**src/logic/cg_pkg.sv**
```systemverilog
package cg_pkg;

  // ------------------------------------------------------------
  // Bus geometry
  // ------------------------------------------------------------
  localparam int ADDR_W = 8;
  localparam int DATA_W = 32;
  localparam int STRB_W = 4;
  localparam int IRQ_W = 6;
  localparam logic [1:0] RESP_OKAY = 2'b00;
  localparam logic [1:0] RESP_SLVERR = 2'b10;

  // ------------------------------------------------------------
  // Register offsets (byte addresses)
  // ------------------------------------------------------------
  localparam logic [ADDR_W-1:0] OFF_SYS = 8'h00;
  localparam logic [ADDR_W-1:0] OFF_OSC = 8'h04;
  localparam logic [ADDR_W-1:0] OFF_STBY = 8'h08;
  localparam logic [ADDR_W-1:0] OFF_PLLSEL = 8'h0c;
  localparam logic [ADDR_W-1:0] OFF_PLLSET = 8'h10;
  localparam logic [ADDR_W-1:0] OFF_WUP = 8'h14;
  localparam logic [ADDR_W-1:0] OFF_PENA = 8'h18;
  localparam logic [ADDR_W-1:0] OFF_PENB = 8'h1c;
  localparam logic [ADDR_W-1:0] OFF_EXT = 8'h20;

  // ------------------------------------------------------------
  // Field layout
  // ------------------------------------------------------------
  localparam int GEAR_LSB = 0;
  localparam int GEAR_W = 3;
  localparam int OSC_IOSC_BIT = 0;
  localparam int OSC_EOSC_LSB = 1;
  localparam int EOSC_W = 2;
  localparam int OSC_SEL_BIT = 8;
  localparam int OSC_FLAG_BIT = 9;
  localparam int STBY_LSB = 0;
  localparam int STBY_W = 2;
  localparam int PLL_SEL_BIT = 0;
  localparam int PLL_ST_BIT = 1;
  localparam int PLL_ON_BIT = 2;
  localparam int MULT_LSB = 0;
  localparam int MULT_W = 24;
  localparam int WU_START_BIT = 0;
  localparam int WU_FLAG_BIT = 1;
  localparam int WU_CLK_BIT = 8;
  localparam int WUPT_LSB = 16;
  localparam int WUPT_W = 16;
  localparam int EXT_HALF_BIT = 4;
  localparam int EXT_TMR_BIT = 5;

  // ------------------------------------------------------------
  // Reset values and codes
  // ------------------------------------------------------------
  localparam logic [GEAR_W-1:0] GEAR_DIV1 = 3'h0;
  localparam logic [EOSC_W-1:0] EOSC_OFF = 2'h0;
  localparam logic [DATA_W-1:0] PENA_RST = 32'h0000_0000;
  localparam logic [DATA_W-1:0] PENB_RST = 32'hf000_0000;
  localparam logic [STBY_W-1:0] STBY_IDLE = 2'h0;
  localparam logic [STBY_W-1:0] STBY_DEEP = 2'h1;
  localparam logic [MULT_W-1:0] MULT_X12 = 24'hc60b00;
  localparam logic [MULT_W-1:0] MULT_X8 = 24'hc60700;
  localparam logic [MULT_W-1:0] MULT_X6 = 24'hc60500;
  localparam logic [WUPT_W-1:0] WUPT_RST = 16'h0000;

  // ------------------------------------------------------------
  // Switch-over delays in clk_i cycles
  // ------------------------------------------------------------
  localparam int SW_CNT_W = 4;
  localparam logic [SW_CNT_W-1:0] GEAR_SW_CYC = 4'h4;
  localparam logic [SW_CNT_W-1:0] OSC_SW_CYC = 4'h8;
  localparam logic [SW_CNT_W-1:0] PLL_SW_CYC = 4'h8;

  // ------------------------------------------------------------
  // Types
  // ------------------------------------------------------------
  typedef enum logic [1:0] {
    CG_SRC_INT = 2'b00,
    CG_SRC_EXT = 2'b01,
    CG_SRC_EXT_HALF = 2'b10,
    CG_SRC_PLL = 2'b11
  } cg_src_t;

  typedef enum logic [1:0] {
    CG_MUL_OFF = 2'b00,
    CG_MUL_6 = 2'b01,
    CG_MUL_8 = 2'b10,
    CG_MUL_12 = 2'b11
  } cg_mul_t;

  typedef enum logic [1:0] {
    CG_PM_NORMAL = 2'b00,
    CG_PM_STOP = 2'b01,
    CG_PM_WARM = 2'b10
  } cg_pm_t;

  typedef struct packed {
    logic iosc_en;
    logic [EOSC_W-1:0] eosc_en;
    logic pll_power;
    cg_mul_t pll_mul;
    cg_src_t fc_src;
    logic [GEAR_W-1:0] gear;
    logic [DATA_W-1:0] periph_a;
    logic [DATA_W-1:0] periph_b;
    logic timer_pll_en;
    logic stop;
    logic wake;
    logic [IRQ_W-1:0] wake_id;
  } cg_clk_out_t;

endpackage

```
**src/logic/cg_clk_sw.sv**
```systemverilog
`timescale 1ns/1ns
module cg_clk_sw
  import cg_pkg::*;
#(
  parameter int W = 1,
  parameter logic [SW_CNT_W-1:0] DLY = 4'h1
)
(
  // Clock, reset, enable
  input wire logic clk_i,
  input wire logic resetn_i,
  input wire logic ce_i,
  // Requested and applied selection
  input wire logic [W-1:0] req_i,
  output logic [W-1:0] val_o
);

  typedef struct packed {
    logic [W-1:0] tgt;
    logic [W-1:0] val;
    logic [SW_CNT_W-1:0] cnt;
  } cg_sw_state_t;

  cg_sw_state_t s_q;
  cg_sw_state_t s_d;

  // A new request restarts the wait, so glitchy software never half-switches
  always_comb
  begin
    s_d = s_q;
    if (req_i != s_q.tgt)
    begin
      s_d.tgt = req_i;
      s_d.cnt = DLY;
    end
    else if (s_q.cnt != '0)
      s_d.cnt = s_q.cnt - 1'b1;
    else
      s_d.val = s_q.tgt;
  end

  always_ff @(posedge clk_i)
  begin
    if (!resetn_i)
      s_q <= '0;
    else if (ce_i)
      s_q <= s_d;
  end

  assign val_o = s_q.val;

endmodule

```
**src/logic/cg_clock_gen.sv**
```systemverilog
`timescale 1ns/1ns
// What this block does
// - Reset: external oscillator off, internal running, PLL off, gear undivided.
// - PLL never runs from the internal oscillator; software must not try.
// - PLL multiplies an 8 to 16 MHz input by 12, 8 or 6.
// - To change multiplier: deselect, poll status zero, power off, rewrite, relock.
// - Internal, external crystal or external clock feed fc; only external via PLL.
// - Gear code 000 divides by one; new ratio applies after a short delay.
// - High-speed clock stays at or under 24 MHz in every combination.
// - Peripheral clocks mostly off after reset; writing one supplies a clock.
// - Deep-stop exit uses a warm-up time programmed beforehand in normal mode.
// - Wake from deep stop resumes at the waking interrupt's service routine.
// - External clock halve select: zero passes full rate, one halves it.
module cg_clock_gen
  import cg_pkg::*;
(
  // Clock, reset, enable
  input wire logic clk_i,
  input wire logic resetn_i,
  input wire logic ce_i,
  // AXI4-Lite write
  input wire logic [ADDR_W-1:0] s_axi_awaddr_i,
  input wire logic s_axi_awvalid_i,
  output logic s_axi_awready_o,
  input wire logic [DATA_W-1:0] s_axi_wdata_i,
  input wire logic [STRB_W-1:0] s_axi_wstrb_i,
  input wire logic s_axi_wvalid_i,
  output logic s_axi_wready_o,
  output logic [1:0] s_axi_bresp_o,
  output logic s_axi_bvalid_o,
  input wire logic s_axi_bready_i,
  // AXI4-Lite read
  input wire logic [ADDR_W-1:0] s_axi_araddr_i,
  input wire logic s_axi_arvalid_i,
  output logic s_axi_arready_o,
  output logic [DATA_W-1:0] s_axi_rdata_o,
  output logic [1:0] s_axi_rresp_o,
  output logic s_axi_rvalid_o,
  input wire logic s_axi_rready_i,
  // Core events
  input wire logic wfi_i,
  input wire logic wake_irq_valid_i,
  input wire logic [IRQ_W-1:0] wake_irq_id_i,
  // Clock controls
  output cg_clk_out_t clk_ctl_o
);

  // ------------------------------------------------------------
  // State
  // ------------------------------------------------------------
  typedef struct packed {
    logic [GEAR_W-1:0] gear;
    logic iosc_en;
    logic [EOSC_W-1:0] eosc_en;
    logic osc_sel;
    logic [STBY_W-1:0] stby;
    logic pll_sel;
    logic pll_on;
    logic [MULT_W-1:0] pll_set;
    logic wu_clk;
    logic [WUPT_W-1:0] wupt;
    logic wu_run;
    logic wu_load;
    logic [DATA_W-1:0] pen_a;
    logic [DATA_W-1:0] pen_b;
    logic ext_half;
    logic tmr_en;
    cg_pm_t pm;
    logic aw_full;
    logic [ADDR_W-1:0] aw_addr;
    logic w_full;
    logic [DATA_W-1:0] w_data;
    logic [STRB_W-1:0] w_strb;
    logic awready;
    logic wready;
    logic bvalid;
    logic [1:0] bresp;
    logic arready;
    logic rvalid;
    logic [1:0] rresp;
    logic [DATA_W-1:0] rdata;
    cg_clk_out_t out;
  } cg_main_state_t;

  cg_main_state_t s_q;
  cg_main_state_t s_d;

  logic oscf;
  logic pll_st;
  logic [GEAR_W-1:0] gear_app;
  logic wu_done;
  logic pll_ok;
  cg_mul_t mul;

  // ------------------------------------------------------------
  // Helpers
  // ------------------------------------------------------------
  function automatic cg_mul_t mul_decode(input logic [MULT_W-1:0] v);
    cg_mul_t m;
    m = CG_MUL_OFF;
    if (v == MULT_X12)
      m = CG_MUL_12;
    else if (v == MULT_X8)
      m = CG_MUL_8;
    else if (v == MULT_X6)
      m = CG_MUL_6;
    return m;
  endfunction

  // Returns {hit, word}
  function automatic logic [DATA_W:0] rd_word(input cg_main_state_t st,
                                              input logic f_osc,
                                              input logic f_pll,
                                              input logic [ADDR_W-1:0] a);
    logic [DATA_W-1:0] w;
    logic hit;
    w = '0;
    hit = 1'b1;
    unique case (a)
      OFF_SYS: w[GEAR_LSB +: GEAR_W] = st.gear;
      OFF_OSC:
      begin
        w[OSC_IOSC_BIT] = st.iosc_en;
        w[OSC_EOSC_LSB +: EOSC_W] = st.eosc_en;
        w[OSC_SEL_BIT] = st.osc_sel;
        w[OSC_FLAG_BIT] = f_osc;
      end
      OFF_STBY: w[STBY_LSB +: STBY_W] = st.stby;
      OFF_PLLSEL:
      begin
        w[PLL_SEL_BIT] = st.pll_sel;
        w[PLL_ST_BIT] = f_pll;
        w[PLL_ON_BIT] = st.pll_on;
      end
      OFF_PLLSET: w[MULT_LSB +: MULT_W] = st.pll_set;
      OFF_WUP:
      begin
        w[WU_FLAG_BIT] = ~st.wu_run;
        w[WU_CLK_BIT] = st.wu_clk;
        w[WUPT_LSB +: WUPT_W] = st.wupt;
      end
      OFF_PENA: w = st.pen_a;
      OFF_PENB: w = st.pen_b;
      OFF_EXT:
      begin
        w[EXT_HALF_BIT] = st.ext_half;
        w[EXT_TMR_BIT] = st.tmr_en;
      end
      default: hit = 1'b0;
    endcase
    return {hit, w};
  endfunction

  // ------------------------------------------------------------
  // Switch-over and warm-up helpers
  // ------------------------------------------------------------
  assign mul = mul_decode(s_q.pll_set);
  // The PLL only ever sees the external source
  assign pll_ok = s_q.pll_on && s_q.osc_sel && oscf && (mul != CG_MUL_OFF);

  cg_clk_sw #(.W(1), .DLY(OSC_SW_CYC)) u_osc_sw (
    .clk_i(clk_i),
    .resetn_i(resetn_i),
    .ce_i(ce_i),
    .req_i(s_q.osc_sel),
    .val_o(oscf)
  );

  cg_clk_sw #(.W(1), .DLY(PLL_SW_CYC)) u_pll_sw (
    .clk_i(clk_i),
    .resetn_i(resetn_i),
    .ce_i(ce_i),
    .req_i(s_q.pll_sel && pll_ok),
    .val_o(pll_st)
  );

  // Gear ratio lands a few cycles after the write
  cg_clk_sw #(.W(GEAR_W), .DLY(GEAR_SW_CYC)) u_gear_sw (
    .clk_i(clk_i),
    .resetn_i(resetn_i),
    .ce_i(ce_i),
    .req_i(s_q.gear),
    .val_o(gear_app)
  );

  cg_timer #(.W(WUPT_W)) u_warmup (
    .clk_i(clk_i),
    .resetn_i(resetn_i),
    .ce_i(ce_i),
    .load_i(s_q.wu_load),
    .value_i(s_q.wupt),
    .busy_o(),
    .done_o(wu_done)
  );

  // ------------------------------------------------------------
  // Next state
  // ------------------------------------------------------------
  always_comb
  begin
    logic [DATA_W:0] rd;
    logic [DATA_W:0] wr_old;
    logic [DATA_W-1:0] mask;
    logic [DATA_W-1:0] wv;
    rd = '0;
    wr_old = '0;
    mask = '0;
    wv = '0;
    s_d = s_q;
    s_d.wu_load = 1'b0;
    s_d.out.wake = 1'b0;

    // Write address and data are taken independently
    if (s_q.awready && s_axi_awvalid_i)
    begin
      s_d.aw_full = 1'b1;
      s_d.aw_addr = s_axi_awaddr_i;
    end
    if (s_q.wready && s_axi_wvalid_i)
    begin
      s_d.w_full = 1'b1;
      s_d.w_data = s_axi_wdata_i;
      s_d.w_strb = s_axi_wstrb_i;
    end
    if (s_q.bvalid && s_axi_bready_i)
      s_d.bvalid = 1'b0;

    if (s_q.aw_full && s_q.w_full && !s_q.bvalid)
    begin
      wr_old = rd_word(s_q, oscf, pll_st, s_q.aw_addr);
      for (int i = 0; i < STRB_W; i++)
        mask[i*8 +: 8] = {8{s_q.w_strb[i]}};
      wv = (wr_old[DATA_W-1:0] & ~mask) | (s_q.w_data & mask);
      s_d.aw_full = 1'b0;
      s_d.w_full = 1'b0;
      s_d.bvalid = 1'b1;
      s_d.bresp = wr_old[DATA_W] ? RESP_OKAY : RESP_SLVERR;
      unique case (s_q.aw_addr)
        OFF_SYS: s_d.gear = wv[GEAR_LSB +: GEAR_W];
        OFF_OSC:
        begin
          s_d.iosc_en = wv[OSC_IOSC_BIT];
          s_d.eosc_en = wv[OSC_EOSC_LSB +: EOSC_W];
          s_d.osc_sel = wv[OSC_SEL_BIT];
        end
        OFF_STBY:
        begin
          // Only the two defined codes are kept
          if (wv[STBY_LSB +: STBY_W] == STBY_IDLE || wv[STBY_LSB +: STBY_W] == STBY_DEEP)
            s_d.stby = wv[STBY_LSB +: STBY_W];
        end
        OFF_PLLSEL:
        begin
          s_d.pll_sel = wv[PLL_SEL_BIT];
          s_d.pll_on = wv[PLL_ON_BIT];
        end
        OFF_PLLSET: s_d.pll_set = wv[MULT_LSB +: MULT_W];
        OFF_WUP:
        begin
          s_d.wu_clk = wv[WU_CLK_BIT];
          s_d.wupt = wv[WUPT_LSB +: WUPT_W];
          if (wv[WU_START_BIT])
          begin
            s_d.wu_load = 1'b1;
            s_d.wu_run = 1'b1;
          end
        end
        OFF_PENA: s_d.pen_a = wv;
        OFF_PENB: s_d.pen_b = wv;
        OFF_EXT:
        begin
          s_d.ext_half = wv[EXT_HALF_BIT];
          s_d.tmr_en = wv[EXT_TMR_BIT];
        end
        default: ;
      endcase
    end

    // Reads answer one cycle after the address is taken
    if (s_q.arready && s_axi_arvalid_i)
    begin
      rd = rd_word(s_q, oscf, pll_st, s_axi_araddr_i);
      s_d.rvalid = 1'b1;
      s_d.rdata = rd[DATA_W-1:0];
      s_d.rresp = rd[DATA_W] ? RESP_OKAY : RESP_SLVERR;
    end
    else if (s_q.rvalid && s_axi_rready_i)
      s_d.rvalid = 1'b0;

    s_d.awready = !s_d.aw_full && !s_d.bvalid;
    s_d.wready = !s_d.w_full && !s_d.bvalid;
    s_d.arready = !s_d.rvalid;

    // ------------------------------------------------------------
    // Power mode
    // ------------------------------------------------------------
    unique case (s_q.pm)
      CG_PM_NORMAL:
      begin
        if (wfi_i && s_q.stby == STBY_DEEP)
          s_d.pm = CG_PM_STOP;
      end
      CG_PM_STOP:
      begin
        // Warm-up time was programmed before the stop
        if (wake_irq_valid_i)
        begin
          s_d.pm = CG_PM_WARM;
          s_d.out.wake_id = wake_irq_id_i;
          s_d.wu_load = 1'b1;
          s_d.wu_run = 1'b1;
        end
      end
      CG_PM_WARM:
      begin
        if (wu_done)
        begin
          s_d.pm = CG_PM_NORMAL;
          s_d.out.wake = 1'b1;
        end
      end
      default: s_d.pm = CG_PM_NORMAL;
    endcase

    // Set wins: a fresh start in the done cycle keeps the flag busy
    if (wu_done && !s_d.wu_load)
      s_d.wu_run = 1'b0;

    // ------------------------------------------------------------
    // Clock outputs
    // ------------------------------------------------------------
    s_d.out.stop = (s_d.pm == CG_PM_STOP);
    if (s_d.pm == CG_PM_NORMAL)
    begin
      // Internal oscillator cannot be stopped while it still feeds fc
      s_d.out.iosc_en = s_q.iosc_en || !oscf;
      s_d.out.eosc_en = s_q.eosc_en;
      s_d.out.pll_power = pll_ok;
    end
    else
    begin
      s_d.out.iosc_en = (s_d.pm == CG_PM_WARM);
      s_d.out.eosc_en = EOSC_OFF;
      s_d.out.pll_power = 1'b0;
    end
    s_d.out.pll_mul = mul;
    // PLL output reaches fc only at quarter rate, capping it at 24 MHz
    if (!oscf)
      s_d.out.fc_src = CG_SRC_INT;
    else if (pll_st && s_d.out.pll_power)
      s_d.out.fc_src = CG_SRC_PLL;
    else if (s_q.ext_half)
      s_d.out.fc_src = CG_SRC_EXT_HALF;
    else
      s_d.out.fc_src = CG_SRC_EXT;
    s_d.out.gear = gear_app;
    s_d.out.periph_a = s_q.pen_a;
    s_d.out.periph_b = s_q.pen_b;
    s_d.out.timer_pll_en = s_q.tmr_en && s_d.out.pll_power;
  end

  // ------------------------------------------------------------
  // Registers
  // ------------------------------------------------------------
  always_ff @(posedge clk_i)
  begin
    if (!resetn_i)
    begin
      s_q <= '0;
      // Internal oscillator only, undivided
      s_q.gear <= GEAR_DIV1;
      s_q.iosc_en <= 1'b1;
      s_q.eosc_en <= EOSC_OFF;
      s_q.stby <= STBY_IDLE;
      s_q.wupt <= WUPT_RST;
      s_q.pen_a <= PENA_RST;
      s_q.pen_b <= PENB_RST;
      s_q.pm <= CG_PM_NORMAL;
      s_q.awready <= 1'b1;
      s_q.wready <= 1'b1;
      s_q.arready <= 1'b1;
      s_q.out.iosc_en <= 1'b1;
      s_q.out.eosc_en <= EOSC_OFF;
      s_q.out.fc_src <= CG_SRC_INT;
      s_q.out.gear <= GEAR_DIV1;
      s_q.out.periph_a <= PENA_RST;
      s_q.out.periph_b <= PENB_RST;
    end
    else if (ce_i)
      s_q <= s_d;
  end

  // ------------------------------------------------------------
  // Outputs
  // ------------------------------------------------------------
  assign s_axi_awready_o = s_q.awready;
  assign s_axi_wready_o = s_q.wready;
  assign s_axi_bresp_o = s_q.bresp;
  assign s_axi_bvalid_o = s_q.bvalid;
  assign s_axi_arready_o = s_q.arready;
  assign s_axi_rdata_o = s_q.rdata;
  assign s_axi_rresp_o = s_q.rresp;
  assign s_axi_rvalid_o = s_q.rvalid;
  assign clk_ctl_o = s_q.out;

endmodule

```
**src/logic/cg_timer.sv**
```systemverilog
`timescale 1ns/1ns
module cg_timer
  import cg_pkg::*;
#(
  parameter int W = WUPT_W
)
(
  // Clock, reset, enable
  input wire logic clk_i,
  input wire logic resetn_i,
  input wire logic ce_i,
  // Load and count
  input wire logic load_i,
  input wire logic [W-1:0] value_i,
  output logic busy_o,
  output logic done_o
);

  typedef struct packed {
    logic [W-1:0] cnt;
    logic busy;
    logic done;
  } cg_tmr_state_t;

  cg_tmr_state_t s_q;
  cg_tmr_state_t s_d;

  // Value N gives done N+2 cycles after load
  always_comb
  begin
    s_d = s_q;
    s_d.done = 1'b0;
    if (load_i)
    begin
      s_d.cnt = value_i;
      s_d.busy = 1'b1;
    end
    else if (s_q.busy)
    begin
      if (s_q.cnt == '0)
      begin
        s_d.busy = 1'b0;
        s_d.done = 1'b1;
      end
      else
      begin
        s_d.cnt = s_q.cnt - 1'b1;
      end
    end
  end

  always_ff @(posedge clk_i)
  begin
    if (!resetn_i)
      s_q <= '0;
    else if (ce_i)
      s_q <= s_d;
  end

  assign busy_o = s_q.busy;
  assign done_o = s_q.done;

endmodule

```
**config.mk**
```make
export PLATFORM = sky130hd
export DESIGN_NAME = cg_clock_gen
export DESIGN_NICKNAME = d
export VERILOG_FILES = /design/src/logic/cg_pkg.sv /design/src/logic/cg_clk_sw.sv /design/src/logic/cg_clock_gen.sv /design/src/logic/cg_timer.sv
export SDC_FILE = /design/constraint.sdc
export NUM_CORES = 1
export LEC_CHECK = 0
export CORE_MARGIN = 3
export CORE_UTILIZATION = 25
export DETAILED_ROUTE_END_ITERATION = 12
export DONT_BUFFER_PORTS = 1
export HOLD_SLACK_MARGIN = 0.08
export PLACE_DENSITY = 0.48
export SLEW_MARGIN = 20
export SYNTH_ARGS = -nofsm -noshare
export SYNTH_HDL_FRONTEND = slang
export SYNTH_HIERARCHICAL = 1
export SYNTH_SLANG_ARGS = --single-unit
```
**constraint.sdc**
```tcl
create_clock -name clk_i -period 2.8 [get_ports clk_i]
set_input_delay 0.28 -clock clk_i [delete_from_list [all_inputs] [get_ports clk_i]]
set_output_delay 0.28 -clock clk_i [all_outputs]
set_load 0.005 [all_outputs]
```
==> results.yml <==
yosys:
  synthSimpleGateAreaFrac_pct: 19.3
  synth_top_family_by_area: "simple AND/OR/NAND/NOR gates"
  synth-xor-area-share_pct: 0.445
  yosysTopAreaCell: "dfxtp_1"
  synthAdderAreaFrac_pct: 0.557
  synth_compound_area_share_pct: 16.8
  muxShareOfSynthArea_pct: 10.8
  ys.flop_type: "dfxtp_1"
  synth_top_area_share_pct: 42.1
  synthTopCellsByArea: "dfxtp_1, buf_4, nand2_1"
  synth-seq-cells: 331
  synth_edf_count: 0
  yosysSeqAreaShare_pct: 42.1
  async_flop_share_pct: 0
  synth_warnings: 6
  synth_cell_types: 88
  syn_avg_cell_area_um2: 8.58
  syn_inst: 1834
  syn-cell-area_um2: 15700
clock_network:
  cts_tree: "done"
  clk_pin_slew_ns: 0.06
  clock_latency_ns: 0.56
  htreeDepth: 2
  ctsRootBufferMaster: "clkbuf_16"
  numCtsBuffers: 41
  cts_sinks: 331
  cts_buffer_depth: 3
routing:
  avgViaCountPerCell: 4.96
  wl_per_cell_um: 21.2
  drtPass1Iterations: 7
  drt_wl_total_mm: 55.9
  detail-route-antenna-nets: 0
  drc: 0
  drt_iter0_markers: 949
  num_vias: 13064
sta:
  fin_crit_ns: 2.52
  fin_worst_skew_ns: 0.0155
  tightest_slew_ns: 0.761
  fin_crit_sh_pct: 90.1
  slew_viol_final: 0
  worst_slack_ns: 0.277
  setup_viol: 0
  hold-worst-slack_ns: 0.127
  relSlewSlack_pct: 49.2
  rsz0062_at_grt: "no"
  finalHoldViolations: 0
  totalNegativeSetupSlack_ns: 0
  clock.fmax_ghz: 0.396
layout:
  drive_gt1_share_pct: 11.6
  design_area_um2: 18000
  syn2layout_area_growth_pct: 14.5
  diodes: 0
  nNetsFinal: 1840
  stdcell_count: 2634
power_and_ir_drop:
  clkPwrFrac_pct: 46.9
  switchingPower_mw: 2.93
  seqPwrFrac_pct: 43.2
  p_int_mw: 8.52
  p_leak_nw: 6.33
  switching_share_pct: 25.6
  powerDensity_nw_per_um2: 636
  vdd_drop_max_uv: 388
  combPwrFrac_pct: 9.9
run:
  cap_violations: 0
floorplanning:
  die_w_um: 257
  core_um2: 61900
  initial_core_util_pct: 25.4
  die_h_um: 257
  pin_count: 193
  dieArea_um2: 66000
  rows: 91
global_route:
  grt_max_degree: 96
  grt-ovfl-total: 0
  grt_pass1_vias: 12726
  grt_antenna_before_repair: 2
  grt_pass1_wl_mm: 83.5
  grt.total_usage_pct: 16.5
setup_path:
  required_ns: 3.27
  ff2ff_setup_slack_ns: 0.28
  worstPathMaxFanout: 4
  crit_chain: "nor4_1, nand2_1, nor4_1, and2_1, xor2_1, or3b_1, o32ai_2"
  r2r_end: "u_pll_sw/s_q[1]"
  crit_slowest_cell: "nor4_1"
  crit_path_start_kind: "flip-flop"
  r2r_start: "s_q[261]"
  end_kind: "flip-flop"
  crit_arrival_ns: 2.99
  crit_path_frequent_cell: "nor4_1"
  cp_slowest_stage_delay_ns: 0.47
  crit_type: "reg -> reg"
  rr_worst_depth: 7
min_path:
  min_path_cells: 2
  min_to: "s_q[289]"
  timing.hold.worst.start: "resetn_i"
  hold_path_class: "in -> reg"
place:
  place_ws_ns: 0.251
  dp_hpwl_mm: 39.1
  gp_congestion: 0.881
  place_area_um2: 15800
  port_buffers: 0
  dp.cells: 2474
outcome:
  status: "finished, final reports clean"
[worst max-delay path by stage]
stage / from / slack [ns] / to / cells after the start
after floorplan: s_q[258] / 0.65 / u_pll_sw/s_q[1] / 7
after global placement: s_q[261] / 0.26 / u_pll_sw/s_q[1] / 7
after detailed placement: s_q[261] / 0.25 / u_pll_sw/s_q[1] / 7
after CTS: s_q[261] / 0.22 / u_pll_sw/s_q[1] / 7
after global routing: s_q[261] / 0.09 / u_pll_sw/s_q[1] / 7
final: s_q[261] / 0.28 / u_pll_sw/s_q[1] / 7
[cells in the mapped netlist (21+ instances only)]
| cell type | number |
|---|---|
| a211oi_1 | 45 |
| buf_4 | 125 |
| nor2_1 | 214 |
| mux2_2 | 31 |
| inv_1 | 25 |
| mux4_2 | 21 |
| clkbuf_1 | 76 |
| a22oi_1 | 44 |
| dfxtp_1 | 331 |
| nor3_1 | 53 |
| a21oi_1 | 153 |
| nand3_1 | 40 |
| o21ai_0 | 48 |
| buf_2 | 24 |
| mux2i_1 | 88 |
| nand2_1 | 246 |
[placed cells by master (no fill, tap or decap), drive strengths merged, types with 13 or more instances in the layout]
| cell type | count |
|---|---|
| nand2 | 246 |
| nor3 | 58 |
| o21ai | 59 |
| a211oi | 45 |
| a22oi | 44 |
| nand3 | 41 |
| clkbuf | 54 |
| nor2b | 15 |
| mux2i | 88 |
| buf | 51 |
| mux4 | 21 |
| dfxtp | 331 |
| mux2 | 31 |
| dlygate4sd3 | 83 |
| o211ai | 13 |
| o31ai | 13 |
| clkinv | 14 |
| a21oi | 153 |
| nor2 | 215 |
| nand2b | 17 |
| inv | 28 |
[logic make-up (layout without fill, tap and decap cells)]
kind of cell / count (synthesis) / count (layout)
adders and majority gates: 7 / 7
DFF: 331 / 331
other: 1 / 2
muxes: 140 / 140
buffers and inverters: 274 / 236
xor gates and xnor gates: 8 / 8
and+or+nand+nor: 665 / 665
AOI/OAI and AO/OA: 408 / 408
[registers in the layout, indices dropped and copies added, names as in the netlist, 3 cells and up]
name             count
s_q                104
clk_ctl_o           84
s_d                 64
s_axi_rdata_o       32
u_warmup/s_q        16
u_gear_sw/s_q        7
u_osc_sw/s_q         5
u_pll_sw/s_q         5
u_gear_sw/val_o      3
[metal layers]
layer	global-route usage (%)	part of all wire [%]	up-vias
met3	5.22	8.5	89
met1	21.7	44	6308
li1	-	-	6234
met5	0	0.016	-
met2	25.7	44	431
met4	5.01	2.8	2
[worst max-delay path, delay by kind of cell, from the launching register on]
kind	cells	cell delay, ns
AND/OR/NAND/NOR	5	1.76
flip-flops	1	0.33
AO/OA/AOI/OAI	1	0.20
XOR/XNOR	1	0.13
[power groups by stage]
stage	Sequential, mW	Clock, mW	Combinational, mW
2_1_floorplan	5.00	0	0.815
3_3_place_gp	5.04	0	0.911
3_5_place_dp	5.05	0	0.951
4_1_cts	4.95	5.49	1.13
5_1_grt	4.96	5.68	1.25
6_report	4.95	5.37	1.14
[layout make-up]
| type | count | area (um^2) |
|---|---|---|
| Multi-Input combinational cell | 1230 | 7560 |
| Clock inverter | 21 | 221 |
| Fill cell | 6584 | 43900 |
| Tap cell | 837 | 1050 |
| Clock buffer | 54 | 1110 |
| Timing Repair Buffer | 134 | 1330 |
| Sequential cell | 331 | 6630 |
| Inverter | 27 | 106 |
[metrics by stage]
step	power, mW	utilization, %
2_1_floorplan	5.81	-
4_1_cts	11.6	29.1
3_5_place_dp	6.00	25.5
6_report	11.5	29.1
5_1_grt	11.9	29.1
3_3_place_gp	5.95	25.5
[what timing repair did]
item	4_1_cts	5_1_grt
buffers inserted	0	0
hold buffers	85	0
endpoints found under the setup margin	0	0
resized for setup	0	0
endpoints found under the hold margin	224	0
(Power assumes the default switching activity.)
